**src/common/sssg_pkg.sv**
```systemverilog
package sssg_pkg;

    // ------------------------------------------------------------
    // Register map (byte addresses, one word each)
    // ------------------------------------------------------------
    localparam int          WB_ADR_W       = 16;
    localparam int          WB_DAT_W       = 32;
    localparam logic [15:0] ADR_STATUS     = 16'h2708;
    localparam logic [15:0] ADR_CONTROL    = 16'h270c;
    localparam logic [15:0] ADR_IRQ_STATUS = 16'h2710;
    localparam logic [15:0] ADR_IRQ_MASK   = 16'h2714;
    localparam logic [15:0] ADR_HOST_CMD   = 16'h2718;

    // ------------------------------------------------------------
    // Control register fields and reset values
    // ------------------------------------------------------------
    localparam int         CTL_SAFE_BIT   = 3;
    localparam int         CTL_ENABLE_BIT = 4;
    localparam logic [7:0] CONTROL_RESET  = 8'h10;
    localparam logic [7:0] STATUS_RESET   = 8'h00;
    localparam logic [7:0] HOST_CMD_RESET = 8'h00;

    // ------------------------------------------------------------
    // Transaction status fields
    // ------------------------------------------------------------
    localparam int         ST_ERR_BIT   = 7;
    localparam int         ST_RPAR_BIT  = 6;
    localparam int         ST_WPAR_BIT  = 5;
    localparam int         ST_CNT_MSB   = 4;
    localparam int         ST_CNT_LSB   = 2;
    localparam int         ST_FLASH_BIT = 1;
    localparam int         ST_FRDY_BIT  = 0;
    localparam logic [2:0] SHORT_CNT    = 3'h7;

    // ------------------------------------------------------------
    // Interrupt bits
    // ------------------------------------------------------------
    localparam int         IRQ_W        = 3;
    localparam int         IRQ_DONE_BIT = 0;
    localparam int         IRQ_ERR_BIT  = 1;
    localparam int         IRQ_REJ_BIT  = 2;
    localparam logic [2:0] IRQ_RESET    = 3'h0;

    // ------------------------------------------------------------
    // Serial framing
    // ------------------------------------------------------------
    localparam int          CMD_READ_BIT   = 7;
    localparam logic [2:0]  BIT_LAST       = 3'h7;
    localparam logic [1:0]  TOT_SAT        = 2'h3;
    localparam logic [15:0] SAFE_WIN_BASE  = 16'h0000;
    localparam int          SAFE_WIN_SHIFT = 4;

    typedef enum logic [4:0] {
        ST_IDLE    = 5'h01,
        ST_CMD     = 5'h02,
        ST_ADDR_HI = 5'h04,
        ST_ADDR_LO = 5'h08,
        ST_DATA    = 5'h10
    } sssg_state_t;

    function automatic logic parity8(input logic [7:0] value);
        parity8 = ^value;
    endfunction

endpackage

```
**src/rtl/sssg_shift.sv**
```systemverilog
`timescale 1ns/100ps
module sssg_shift (
    input  wire logic       clock,
    input  wire logic       resetn,
    input  wire logic       csn,
    input  wire logic       sck,
    input  wire logic       mosi,
    input  wire logic [7:0] tx_byte,
    output logic            tx_load,
    output logic            frame_start,
    output logic            frame_end,
    output logic [7:0]      rx_byte,
    output logic            rx_valid,
    output logic            miso,
    output logic            miso_oe
);

    logic       sck_q;
    logic       csn_q;
    logic [2:0] bit_cnt;
    logic [6:0] rx_sr;
    logic [7:0] tx_sr;
    logic       rise;
    logic       fall;

    // Mode 0: sample on rising edge, shift out on falling edge
    assign rise        = sck & ~sck_q & ~csn;
    assign fall        = ~sck & sck_q & ~csn;
    assign frame_start = ~csn & csn_q;
    assign frame_end   = csn & ~csn_q;
    assign tx_load     = frame_start | (fall & (bit_cnt == 3'h0));
    assign miso        = tx_sr[7];
    assign miso_oe     = ~csn;

    always_ff @(posedge clock) begin
        if (!resetn) begin
            sck_q <= 1'b0;
            csn_q <= 1'b1;
        end else begin
            sck_q <= sck;
            csn_q <= csn;
        end
    end

    always_ff @(posedge clock) begin
        if (!resetn || csn) begin
            bit_cnt <= 3'h0;
            rx_sr   <= 7'h00;
        end else if (rise) begin
            bit_cnt <= bit_cnt + 3'h1;
            rx_sr   <= {rx_sr[5:0], mosi};
        end
    end

    always_ff @(posedge clock) begin
        if (!resetn) begin
            rx_valid <= 1'b0;
            rx_byte  <= 8'h00;
        end else begin
            rx_valid <= rise && (bit_cnt == sssg_pkg::BIT_LAST);
            if (rise && (bit_cnt == sssg_pkg::BIT_LAST)) begin
                rx_byte <= {rx_sr, mosi};
            end
        end
    end

    always_ff @(posedge clock) begin
        if (!resetn) begin
            tx_sr <= 8'h00;
        end else if (tx_load) begin
            tx_sr <= tx_byte;
        end else if (fall) begin
            tx_sr <= {tx_sr[6:0], 1'b0};
        end
    end

endmodule

```
**src/rtl/sssg_guard.sv**
```systemverilog
`timescale 1ns/100ps
module sssg_guard (
    input  wire logic        safe,
    input  wire logic [15:0] addr,
    output logic             allow
);

    logic in_window;

    // Window is aligned, so only the upper address bits are compared
    assign in_window = addr[15:sssg_pkg::SAFE_WIN_SHIFT]
                    == sssg_pkg::SAFE_WIN_BASE[15:sssg_pkg::SAFE_WIN_SHIFT];
    assign allow     = ~safe | in_window;

endmodule

```
**src/rtl/sssg_top.sv**
```systemverilog
// Design decision made here: the Wishbone slave port.
`timescale 1ns/100ps
// Behaviour
// - Safe mode limits writes to command and window
// - Status bit 7 flags device not ready
// - Status bit 6 is parity of sent data
// - Status bit 5 is parity of received bytes
// - Bits 4-2 give data count, short gives 111
// - Bit 1 shows flash mode, zero without test
// - Bit 0 shows flash ready for next write
// - Status holds results of previous transaction
// - Command byte captured into readable register
// - Port works only when enabled and pins free
module sssg_top (
    input  wire logic        CLOCK,
    input  wire logic        RESETN,
    input  wire logic [15:0] WB_ADR_I,
    input  wire logic [31:0] WB_DAT_I,
    output logic      [31:0] WB_DAT_O,
    input  wire logic [3:0]  WB_SEL_I,
    input  wire logic        WB_WE_I,
    input  wire logic        WB_STB_I,
    input  wire logic        WB_CYC_I,
    output logic             WB_ACK_O,
    output logic             IRQ,
    input  wire logic        SPI_CSN,
    input  wire logic        SPI_SCK,
    input  wire logic        SPI_MOSI,
    output logic             SPI_MISO,
    output logic             SPI_MISO_OE,
    input  wire logic        SEGMENT_PIN_ASSIGN,
    input  wire logic        TEST_PIN,
    input  wire logic        FLASH_PROG_ACTIVE,
    input  wire logic        FLASH_READY,
    output logic      [15:0] MEM_ADDR,
    output logic      [7:0]  MEM_WDATA,
    output logic             MEM_WE,
    output logic             MEM_RE,
    input  wire logic [7:0]  MEM_RDATA,
    input  wire logic        MEM_RVALID,
    input  wire logic        MEM_READY
);

    // ------------------------------------------------------------
    // Declarations
    // ------------------------------------------------------------
    sssg_pkg::sssg_state_t state;

    logic [7:0]          control;
    logic [7:0]          status;
    logic [7:0]          host_cmd;
    logic [2:0]          irq_status;
    logic [2:0]          irq_mask;
    logic [2:0]          irq_event;
    logic                port_on;
    logic                csn_eff;
    logic                tx_load;
    logic                frame_start;
    logic                frame_end;
    logic [7:0]          rx_byte;
    logic                rx_valid;
    logic [7:0]          tx_byte;
    logic [7:0]          tx_cur;
    logic                is_read;
    logic [7:0]          addr_hi;
    logic                rd_pend;
    logic [7:0]          rd_buf;
    logic                rd_full;
    logic                wr_allow;
    logic                wr_event;
    logic                mem_step;
    logic                rd_starve;
    logic                err;
    logic                rejected;
    logic                rpar;
    logic                wpar;
    logic [2:0]          data_cnt;
    logic                data_seen;
    logic [1:0]          tot_cnt;
    logic [2:0]          next_cnt;
    logic                wb_req;
    logic                wb_wr;
    logic [31:0]         next_rdata;
    logic [2:0]          next_irq;

    // ------------------------------------------------------------
    // Pin gating
    // ------------------------------------------------------------
    // A disabled port looks like an idle bus, so an enable drop
    // mid-frame ends the frame cleanly instead of hanging it.
    assign port_on = control[sssg_pkg::CTL_ENABLE_BIT]
                   & ~SEGMENT_PIN_ASSIGN;
    assign csn_eff = SPI_CSN | ~port_on;

    sssg_shift u_shift (
        .clock       (CLOCK),
        .resetn      (RESETN),
        .csn         (csn_eff),
        .sck         (SPI_SCK),
        .mosi        (SPI_MOSI),
        .tx_byte     (tx_byte),
        .tx_load     (tx_load),
        .frame_start (frame_start),
        .frame_end   (frame_end),
        .rx_byte     (rx_byte),
        .rx_valid    (rx_valid),
        .miso        (SPI_MISO),
        .miso_oe     (SPI_MISO_OE)
    );

    sssg_guard u_guard (
        .safe  (control[sssg_pkg::CTL_SAFE_BIT]),
        .addr  (MEM_ADDR),
        .allow (wr_allow)
    );

    // ------------------------------------------------------------
    // Outgoing byte selection
    // ------------------------------------------------------------
    // First byte of each frame carries the previous result
    always_comb begin
        tx_byte = 8'h00;
        if (state == sssg_pkg::ST_IDLE) begin
            tx_byte = status;
        end else if (state == sssg_pkg::ST_DATA && is_read && rd_full) begin
            tx_byte = rd_buf;
        end
    end

    assign wr_event  = rx_valid && state == sssg_pkg::ST_DATA && !is_read;
    assign rd_starve = tx_load && state == sssg_pkg::ST_DATA
                    && is_read && !rd_full;

    // ------------------------------------------------------------
    // Frame sequencing
    // ------------------------------------------------------------
    always_ff @(posedge CLOCK) begin
        if (!RESETN) begin
            state   <= sssg_pkg::ST_IDLE;
            is_read <= 1'b0;
            addr_hi <= 8'h00;
        end else if (frame_end) begin
            state <= sssg_pkg::ST_IDLE;
        end else if (frame_start) begin
            state <= sssg_pkg::ST_CMD;
        end else if (rx_valid) begin
            case (state)
                sssg_pkg::ST_CMD: begin
                    is_read <= rx_byte[sssg_pkg::CMD_READ_BIT];
                    state   <= sssg_pkg::ST_ADDR_HI;
                end
                sssg_pkg::ST_ADDR_HI: begin
                    addr_hi <= rx_byte;
                    state   <= sssg_pkg::ST_ADDR_LO;
                end
                sssg_pkg::ST_ADDR_LO: begin
                    state <= sssg_pkg::ST_DATA;
                end
                sssg_pkg::ST_DATA: begin
                    state <= sssg_pkg::ST_DATA;
                end
                default: begin
                    state <= sssg_pkg::ST_IDLE;
                end
            endcase
        end
    end

    // Command byte is always kept, safe mode or not
    always_ff @(posedge CLOCK) begin
        if (!RESETN) begin
            host_cmd <= sssg_pkg::HOST_CMD_RESET;
        end else if (rx_valid && state == sssg_pkg::ST_CMD) begin
            host_cmd <= rx_byte;
        end
    end

    // ------------------------------------------------------------
    // Memory side
    // ------------------------------------------------------------
    // Address advances on every attempted access, refused or not,
    // so the master's view of the stream stays aligned. The step
    // lags the strobe by a cycle so each pulse carries its own address.
    always_ff @(posedge CLOCK) begin
        if (!RESETN) begin
            MEM_ADDR <= 16'h0000;
        end else if (rx_valid && state == sssg_pkg::ST_ADDR_LO) begin
            MEM_ADDR <= {addr_hi, rx_byte};
        end else if (mem_step) begin
            MEM_ADDR <= MEM_ADDR + 16'h0001;
        end
    end

    always_ff @(posedge CLOCK) begin
        if (!RESETN) begin
            MEM_WE    <= 1'b0;
            MEM_WDATA <= 8'h00;
            mem_step  <= 1'b0;
        end else begin
            MEM_WE <= wr_event && wr_allow && MEM_READY;
            mem_step <= wr_event || rd_pend;
            if (wr_event) begin
                MEM_WDATA <= rx_byte;
            end
        end
    end

    // Prefetch one byte ahead; the master must leave enough time
    // between bytes for the memory to answer.
    always_ff @(posedge CLOCK) begin
        if (!RESETN || frame_end) begin
            rd_pend <= 1'b0;
        end else if ((rx_valid && state == sssg_pkg::ST_ADDR_LO
                      && is_read) || (tx_load && is_read
                      && state == sssg_pkg::ST_DATA)) begin
            rd_pend <= 1'b1;
        end else begin
            rd_pend <= 1'b0;
        end
    end

    always_ff @(posedge CLOCK) begin
        if (!RESETN) begin
            MEM_RE <= 1'b0;
        end else begin
            MEM_RE <= rd_pend && MEM_READY;
        end
    end

    always_ff @(posedge CLOCK) begin
        if (!RESETN || frame_start) begin
            rd_buf  <= 8'h00;
            rd_full <= 1'b0;
        end else if (MEM_RVALID) begin
            rd_buf  <= MEM_RDATA;
            rd_full <= 1'b1;
        end else if (tx_load && state == sssg_pkg::ST_DATA) begin
            rd_full <= 1'b0;
        end
    end

    // ------------------------------------------------------------
    // Per-frame accumulators
    // ------------------------------------------------------------
    always_ff @(posedge CLOCK) begin
        if (!RESETN) begin
            tx_cur <= 8'h00;
        end else if (tx_load) begin
            tx_cur <= tx_byte;
        end
    end

    always_ff @(posedge CLOCK) begin
        if (!RESETN || frame_start) begin
            err <= 1'b0;
        end else if (rd_starve || (rd_pend && !MEM_READY)
                     || (wr_event && wr_allow && !MEM_READY)) begin
            err <= 1'b1;
        end
    end

    always_ff @(posedge CLOCK) begin
        if (!RESETN || frame_start) begin
            rejected <= 1'b0;
        end else if (wr_event && !wr_allow) begin
            rejected <= 1'b1;
        end
    end

    // Sent parity counts data bytes only, never the status byte
    always_ff @(posedge CLOCK) begin
        if (!RESETN || frame_start) begin
            rpar <= 1'b0;
        end else if (rx_valid && state == sssg_pkg::ST_DATA && is_read) begin
            rpar <= rpar ^ sssg_pkg::parity8(tx_cur);
        end
    end

    always_ff @(posedge CLOCK) begin
        if (!RESETN || frame_start) begin
            wpar <= 1'b0;
        end else if (rx_valid) begin
            wpar <= wpar ^ sssg_pkg::parity8(rx_byte);
        end
    end

    always_ff @(posedge CLOCK) begin
        if (!RESETN || frame_start) begin
            data_cnt  <= 3'h0;
            data_seen <= 1'b0;
            tot_cnt   <= 2'h0;
        end else if (rx_valid) begin
            if (state == sssg_pkg::ST_DATA) begin
                data_cnt  <= data_cnt + 3'h1;
                data_seen <= 1'b1;
            end
            if (tot_cnt != sssg_pkg::TOT_SAT) begin
                tot_cnt <= tot_cnt + 2'h1;
            end
        end
    end

    // A frame with no complete byte reports a count of zero
    always_comb begin
        next_cnt = data_cnt;
        if (!data_seen && tot_cnt != 2'h0) begin
            next_cnt = sssg_pkg::SHORT_CNT;
        end
    end

    // ------------------------------------------------------------
    // Transaction status
    // ------------------------------------------------------------
    // Flash bits are sampled at frame end, so a master polling for
    // readiness needs one extra frame to see a change.
    always_ff @(posedge CLOCK) begin
        if (!RESETN) begin
            status <= sssg_pkg::STATUS_RESET;
        end else if (frame_end) begin
            status[sssg_pkg::ST_ERR_BIT]  <= err;
            status[sssg_pkg::ST_RPAR_BIT] <= rpar;
            status[sssg_pkg::ST_WPAR_BIT] <= wpar;
            status[sssg_pkg::ST_CNT_MSB:sssg_pkg::ST_CNT_LSB] <= next_cnt;
            status[sssg_pkg::ST_FLASH_BIT] <= FLASH_PROG_ACTIVE
                                            & TEST_PIN;
            status[sssg_pkg::ST_FRDY_BIT]  <= FLASH_PROG_ACTIVE & TEST_PIN
                                            & FLASH_READY;
        end
    end

    // ------------------------------------------------------------
    // Wishbone slave
    // ------------------------------------------------------------
    assign wb_req = WB_CYC_I & WB_STB_I & ~WB_ACK_O;
    assign wb_wr  = wb_req & WB_WE_I & WB_SEL_I[0];

    always_ff @(posedge CLOCK) begin
        if (!RESETN) begin
            WB_ACK_O <= 1'b0;
        end else begin
            WB_ACK_O <= wb_req;
        end
    end

    always_comb begin
        next_rdata = 32'h0000_0000;
        case (WB_ADR_I)
            sssg_pkg::ADR_STATUS:     next_rdata[7:0] = status;
            sssg_pkg::ADR_CONTROL:    next_rdata[7:0] = control;
            sssg_pkg::ADR_IRQ_STATUS: next_rdata[2:0] = irq_status;
            sssg_pkg::ADR_IRQ_MASK:   next_rdata[2:0] = irq_mask;
            sssg_pkg::ADR_HOST_CMD:   next_rdata[7:0] = host_cmd;
            default:                  next_rdata = 32'h0000_0000;
        endcase
    end

    always_ff @(posedge CLOCK) begin
        if (!RESETN) begin
            WB_DAT_O <= 32'h0000_0000;
        end else if (wb_req && !WB_WE_I) begin
            WB_DAT_O <= next_rdata;
        end
    end

    // Only enable and safe bits are writable; the rest read zero
    always_ff @(posedge CLOCK) begin
        if (!RESETN) begin
            control <= sssg_pkg::CONTROL_RESET;
        end else if (wb_wr && WB_ADR_I == sssg_pkg::ADR_CONTROL) begin
            control <= 8'h00;
            control[sssg_pkg::CTL_SAFE_BIT] <=
                WB_DAT_I[sssg_pkg::CTL_SAFE_BIT];
            control[sssg_pkg::CTL_ENABLE_BIT] <=
                WB_DAT_I[sssg_pkg::CTL_ENABLE_BIT];
        end
    end

    always_ff @(posedge CLOCK) begin
        if (!RESETN) begin
            irq_mask <= sssg_pkg::IRQ_RESET;
        end else if (wb_wr && WB_ADR_I == sssg_pkg::ADR_IRQ_MASK) begin
            irq_mask <= WB_DAT_I[2:0];
        end
    end

    // ------------------------------------------------------------
    // Interrupts
    // ------------------------------------------------------------
    assign irq_event[sssg_pkg::IRQ_DONE_BIT] = frame_end;
    assign irq_event[sssg_pkg::IRQ_ERR_BIT]  = frame_end & err;
    assign irq_event[sssg_pkg::IRQ_REJ_BIT]  = frame_end & rejected;

    // Set beats write-one-to-clear in the same cycle
    always_comb begin
        next_irq = irq_status;
        if (wb_wr && WB_ADR_I == sssg_pkg::ADR_IRQ_STATUS) begin
            next_irq = irq_status & ~WB_DAT_I[2:0];
        end
        next_irq = next_irq | irq_event;
    end

    always_ff @(posedge CLOCK) begin
        if (!RESETN) begin
            irq_status <= sssg_pkg::IRQ_RESET;
        end else begin
            irq_status <= next_irq;
        end
    end

    assign IRQ = |(irq_status & irq_mask);

endmodule

```
**config.mk**
```make
export PLATFORM = sky130hd
export DESIGN_NAME = sssg_top
export DESIGN_NICKNAME = d
export VERILOG_FILES = /design/src/common/sssg_pkg.sv /design/src/rtl/sssg_shift.sv /design/src/rtl/sssg_guard.sv /design/src/rtl/sssg_top.sv
export SDC_FILE = /design/constraint.sdc
export NUM_CORES = 1
export LEC_CHECK = 0
export BUFFER_PORTS_ARGS = -buffer_cell sky130_fd_sc_hd__buf_4
export CAP_MARGIN = 10
export CORE_ASPECT_RATIO = 0.5
export CORE_MARGIN = 4
export CORE_UTILIZATION = 50
export CTS_CLUSTER_SIZE = 40
export DETAILED_ROUTE_END_ITERATION = 8
export HOLD_SLACK_MARGIN = 0.03
export PLACE_DENSITY = 0.75
export REMOVE_ABC_BUFFERS = 1
export SLEW_MARGIN = 20
export SYNTH_ARGS = -nofsm -noshare
export SYNTH_HDL_FRONTEND = slang
export SYNTH_SLANG_ARGS = --single-unit
```
**constraint.sdc**
```tcl
create_clock -name CLOCK -period 4.3 [get_ports CLOCK]
set_clock_uncertainty 0.2 [all_clocks]
set_input_delay 1.075 -clock CLOCK [delete_from_list [all_inputs] [get_ports CLOCK]]
set_output_delay 1.075 -clock CLOCK [all_outputs]
set_load 0.02 [all_outputs]
```
==> qor.yml <==
status: "complete, no violations"
ys_ff_latch: 131
synth.avg_cell_area_um2: 9.17
routedWlPerCell_um: 15.6
crit_path_start: "SEGMENT_PIN_ASSIGN"
leakage_nw: 2.94
final_cell_mix: "131 x dfxtp_1, 105 x nor2_1, 84 x buf_4"
htreeDepth: 4
gr-usage-all-layers: 0.206
max_slew_margin: 0.319
drive_gt1_frac: 0.200
cts_sinks: 131
vias_per_cell: 5.31
netlist_area_um2: 5910
ios: 136
antennaDiodeCount: 0
worstHoldPathCells: 2
grt_max_degree: 52
synthCells: 645
drtIter0Drc: 358
post-route-period-util: 0.741
postCtsHoldBufs: 0
wirelength_um: 13800
required_ps: 3020
synth_edf_count: 0
hp-class: "reg -> reg"
regArea_um2: 2620
post-route-cell-area_um2: 7050
io_buffers: 81
ant_nets: 0
core_um2: 11300
powerDensity_nw_per_um2: 401
clk_latency_ps: 410
ys_async_sr_fraction: 0
slew_violations: 0
post-route-drc-count: 0
min_from: "WB_DAT_O[5]"
row_count: 27
grt_pass1_wl_um: 22700
crit_type: "in -> out"
hpwl_um: 9530
yosysWarningCount: 0
syn_to_final_growth_pct: 19.3
finalHoldViolCount: 0
die_w_um: 162
dieArea_um2: 13700
cts-resized-gates: 0
r2r-start: "control[4]"
place_area_um2: 6470
critPathMaxFanout: 12
tightest_slew_ps: 1020
vdd_drop_max_uv: 273
clkTransAtPathRegs_ps: 60
period_minus_slack_ps: 3180
overflow: 0
cts_tree: "built"
antenna_found_initial: 0
maxCapViolCount: 0
ys.flop_type: "dfxtp_1"
cp-end-kind: "output pin"
finalSetupTns_ps: 0
final_util: 0.625
multi_input_area_um2: 2970
drtPass1Iterations: 5
cts_made_buffers: 17
post_cts_buffers: 0
cts_root_buf: "clkbuf_16"
initial_utilization: 0.524
cts_buffer_depth: 2
nets: 796
grt_setup_unrepaired: "no"
r2r_cells: 7
cp.arrival_ps: 1910
final_common_cell: "dfxtp_1"
die_h_um: 84.9
yosysSeqAreaShare: 0.444
routabilityCongestion: 0.856
finalSetupViolations: 0
max_freq_mhz: 314
yosysUniqueCellTypes: 62
start_kind: "input pin"
grt_pass1_vias: 4442
fillers: 962
vias: 4697
[state kept, by name (all words and copies together) (netlist names), 5 cells and up]
| signal | flops |
|---|---|
| MEM_ADDR | 16 |
| MEM_WDATA | 8 |
| WB_DAT_O | 8 |
| addr_hi | 8 |
| host_cmd | 8 |
| rd_buf | 8 |
| state | 5 |
| status | 8 |
| tx_cur | 8 |
| u_shift.rx_byte | 8 |
| u_shift.rx_sr | 7 |
| u_shift.tx_sr | 8 |
[Yosys cell counts, drive strengths merged (2+ instances only)]
master  instances  area (µm²)
a211oi         11         133
a21oi          40         200
a221oi          5        43.8
a22o            2        17.5
a22oi           2        15.0
a311oi          2        17.5
and3            6        37.5
and4            3        26.3
buf            35         272
clkbuf         23        86.3
dfxtp         131        2620
ha              9         113
inv            15        56.3
mux2            6        67.6
mux2i          57         571
nand2          41         154
nand2b          2        12.5
nand3          22         110
nand4           7        43.8
nor2          105         394
nor2b           3        18.8
nor3           16        85.1
nor3b           5        42.5
nor4           10        92.6
o21a            2        15.0
o21ai          21         105
o31ai           2        15.0
or2             2        12.5
or3             3        18.8
or3b            3        28.8
or4             3        22.5
or4b            2        27.5
xnor2          21         184
xor2           12         105
[cell families after synthesis]
| family | after synthesis | share of synthesized area |
|---|---|---|
| buf+inv | 73 | 0.0701 |
| other cells | 1 | 0.000634 |
| xor+xnor | 33 | 0.0489 |
| fa+ha+maj | 9 | 0.0190 |
| flops | 131 | 0.444 |
| compound gates | 98 | 0.113 |
| mux | 63 | 0.108 |
| simple gates | 237 | 0.197 |
[cell type report]
class	count	share of cell area
Clock buffer	18	0.0623
Tap cell	159	0.0282
Clock inverter	14	0.0195
Timing Repair Buffer	84	0.0894
Sequential cell	131	0.372
Multi-Input combinational cell	464	0.421
Inverter	15	0.00798
[stage by stage]
step | setup WS, ps | instances | power (W) | hold slack [ps]
2_1_floorplan | 1280 | 610 | 0.00137 | 236
3_3_place_gp | 1060 | 853 | 0.00144 | 243
3_5_place_dp | 1010 | 853 | 0.00145 | 252
4_1_cts | 1110 | 885 | 0.00284 | 262
5_1_grt | 1050 | 885 | 0.00293 | 269
6_report | 1120 | 885 | 0.00283 | 259
[power by group]
part / internal (W) / leakage [nW] / switching, W
combinational: 0.0000678 / 1.60 / 0.000105
clock: 0.000863 / 0.278 / 0.000543
sequential: 0.00123 / 1.06 / 0.0000149
total: 0.00216 / 2.94 / 0.000662
[critical path, cell delays in order]
cell and delay (ps):
buf_4 110, nor2_1 90, nand2_1 100, inv_1 160, buf_4 210, buf_4 160
[routing by layer]
layer | part of all wire | vias up | track usage
met5 | 0 | - | 0
met4 | 0.0063 | 0 | 0.0606
met3 | 0.055 | 8 | 0.0543
met2 | 0.45 | 134 | 0.318
met1 | 0.48 | 2215 | 0.286
li1 | - | 2340 | -
[worst paths after layout]
check / to / slack (ps)
worst max-delay path: SPI_MISO_OE / 1120
worst min-delay path: WB_DAT_O[5] / 260
worst max register to register: err / 1840
worst min register to register: WB_DAT_O[5] / 260
Note: power is estimated with default switching activity, not from simulation.
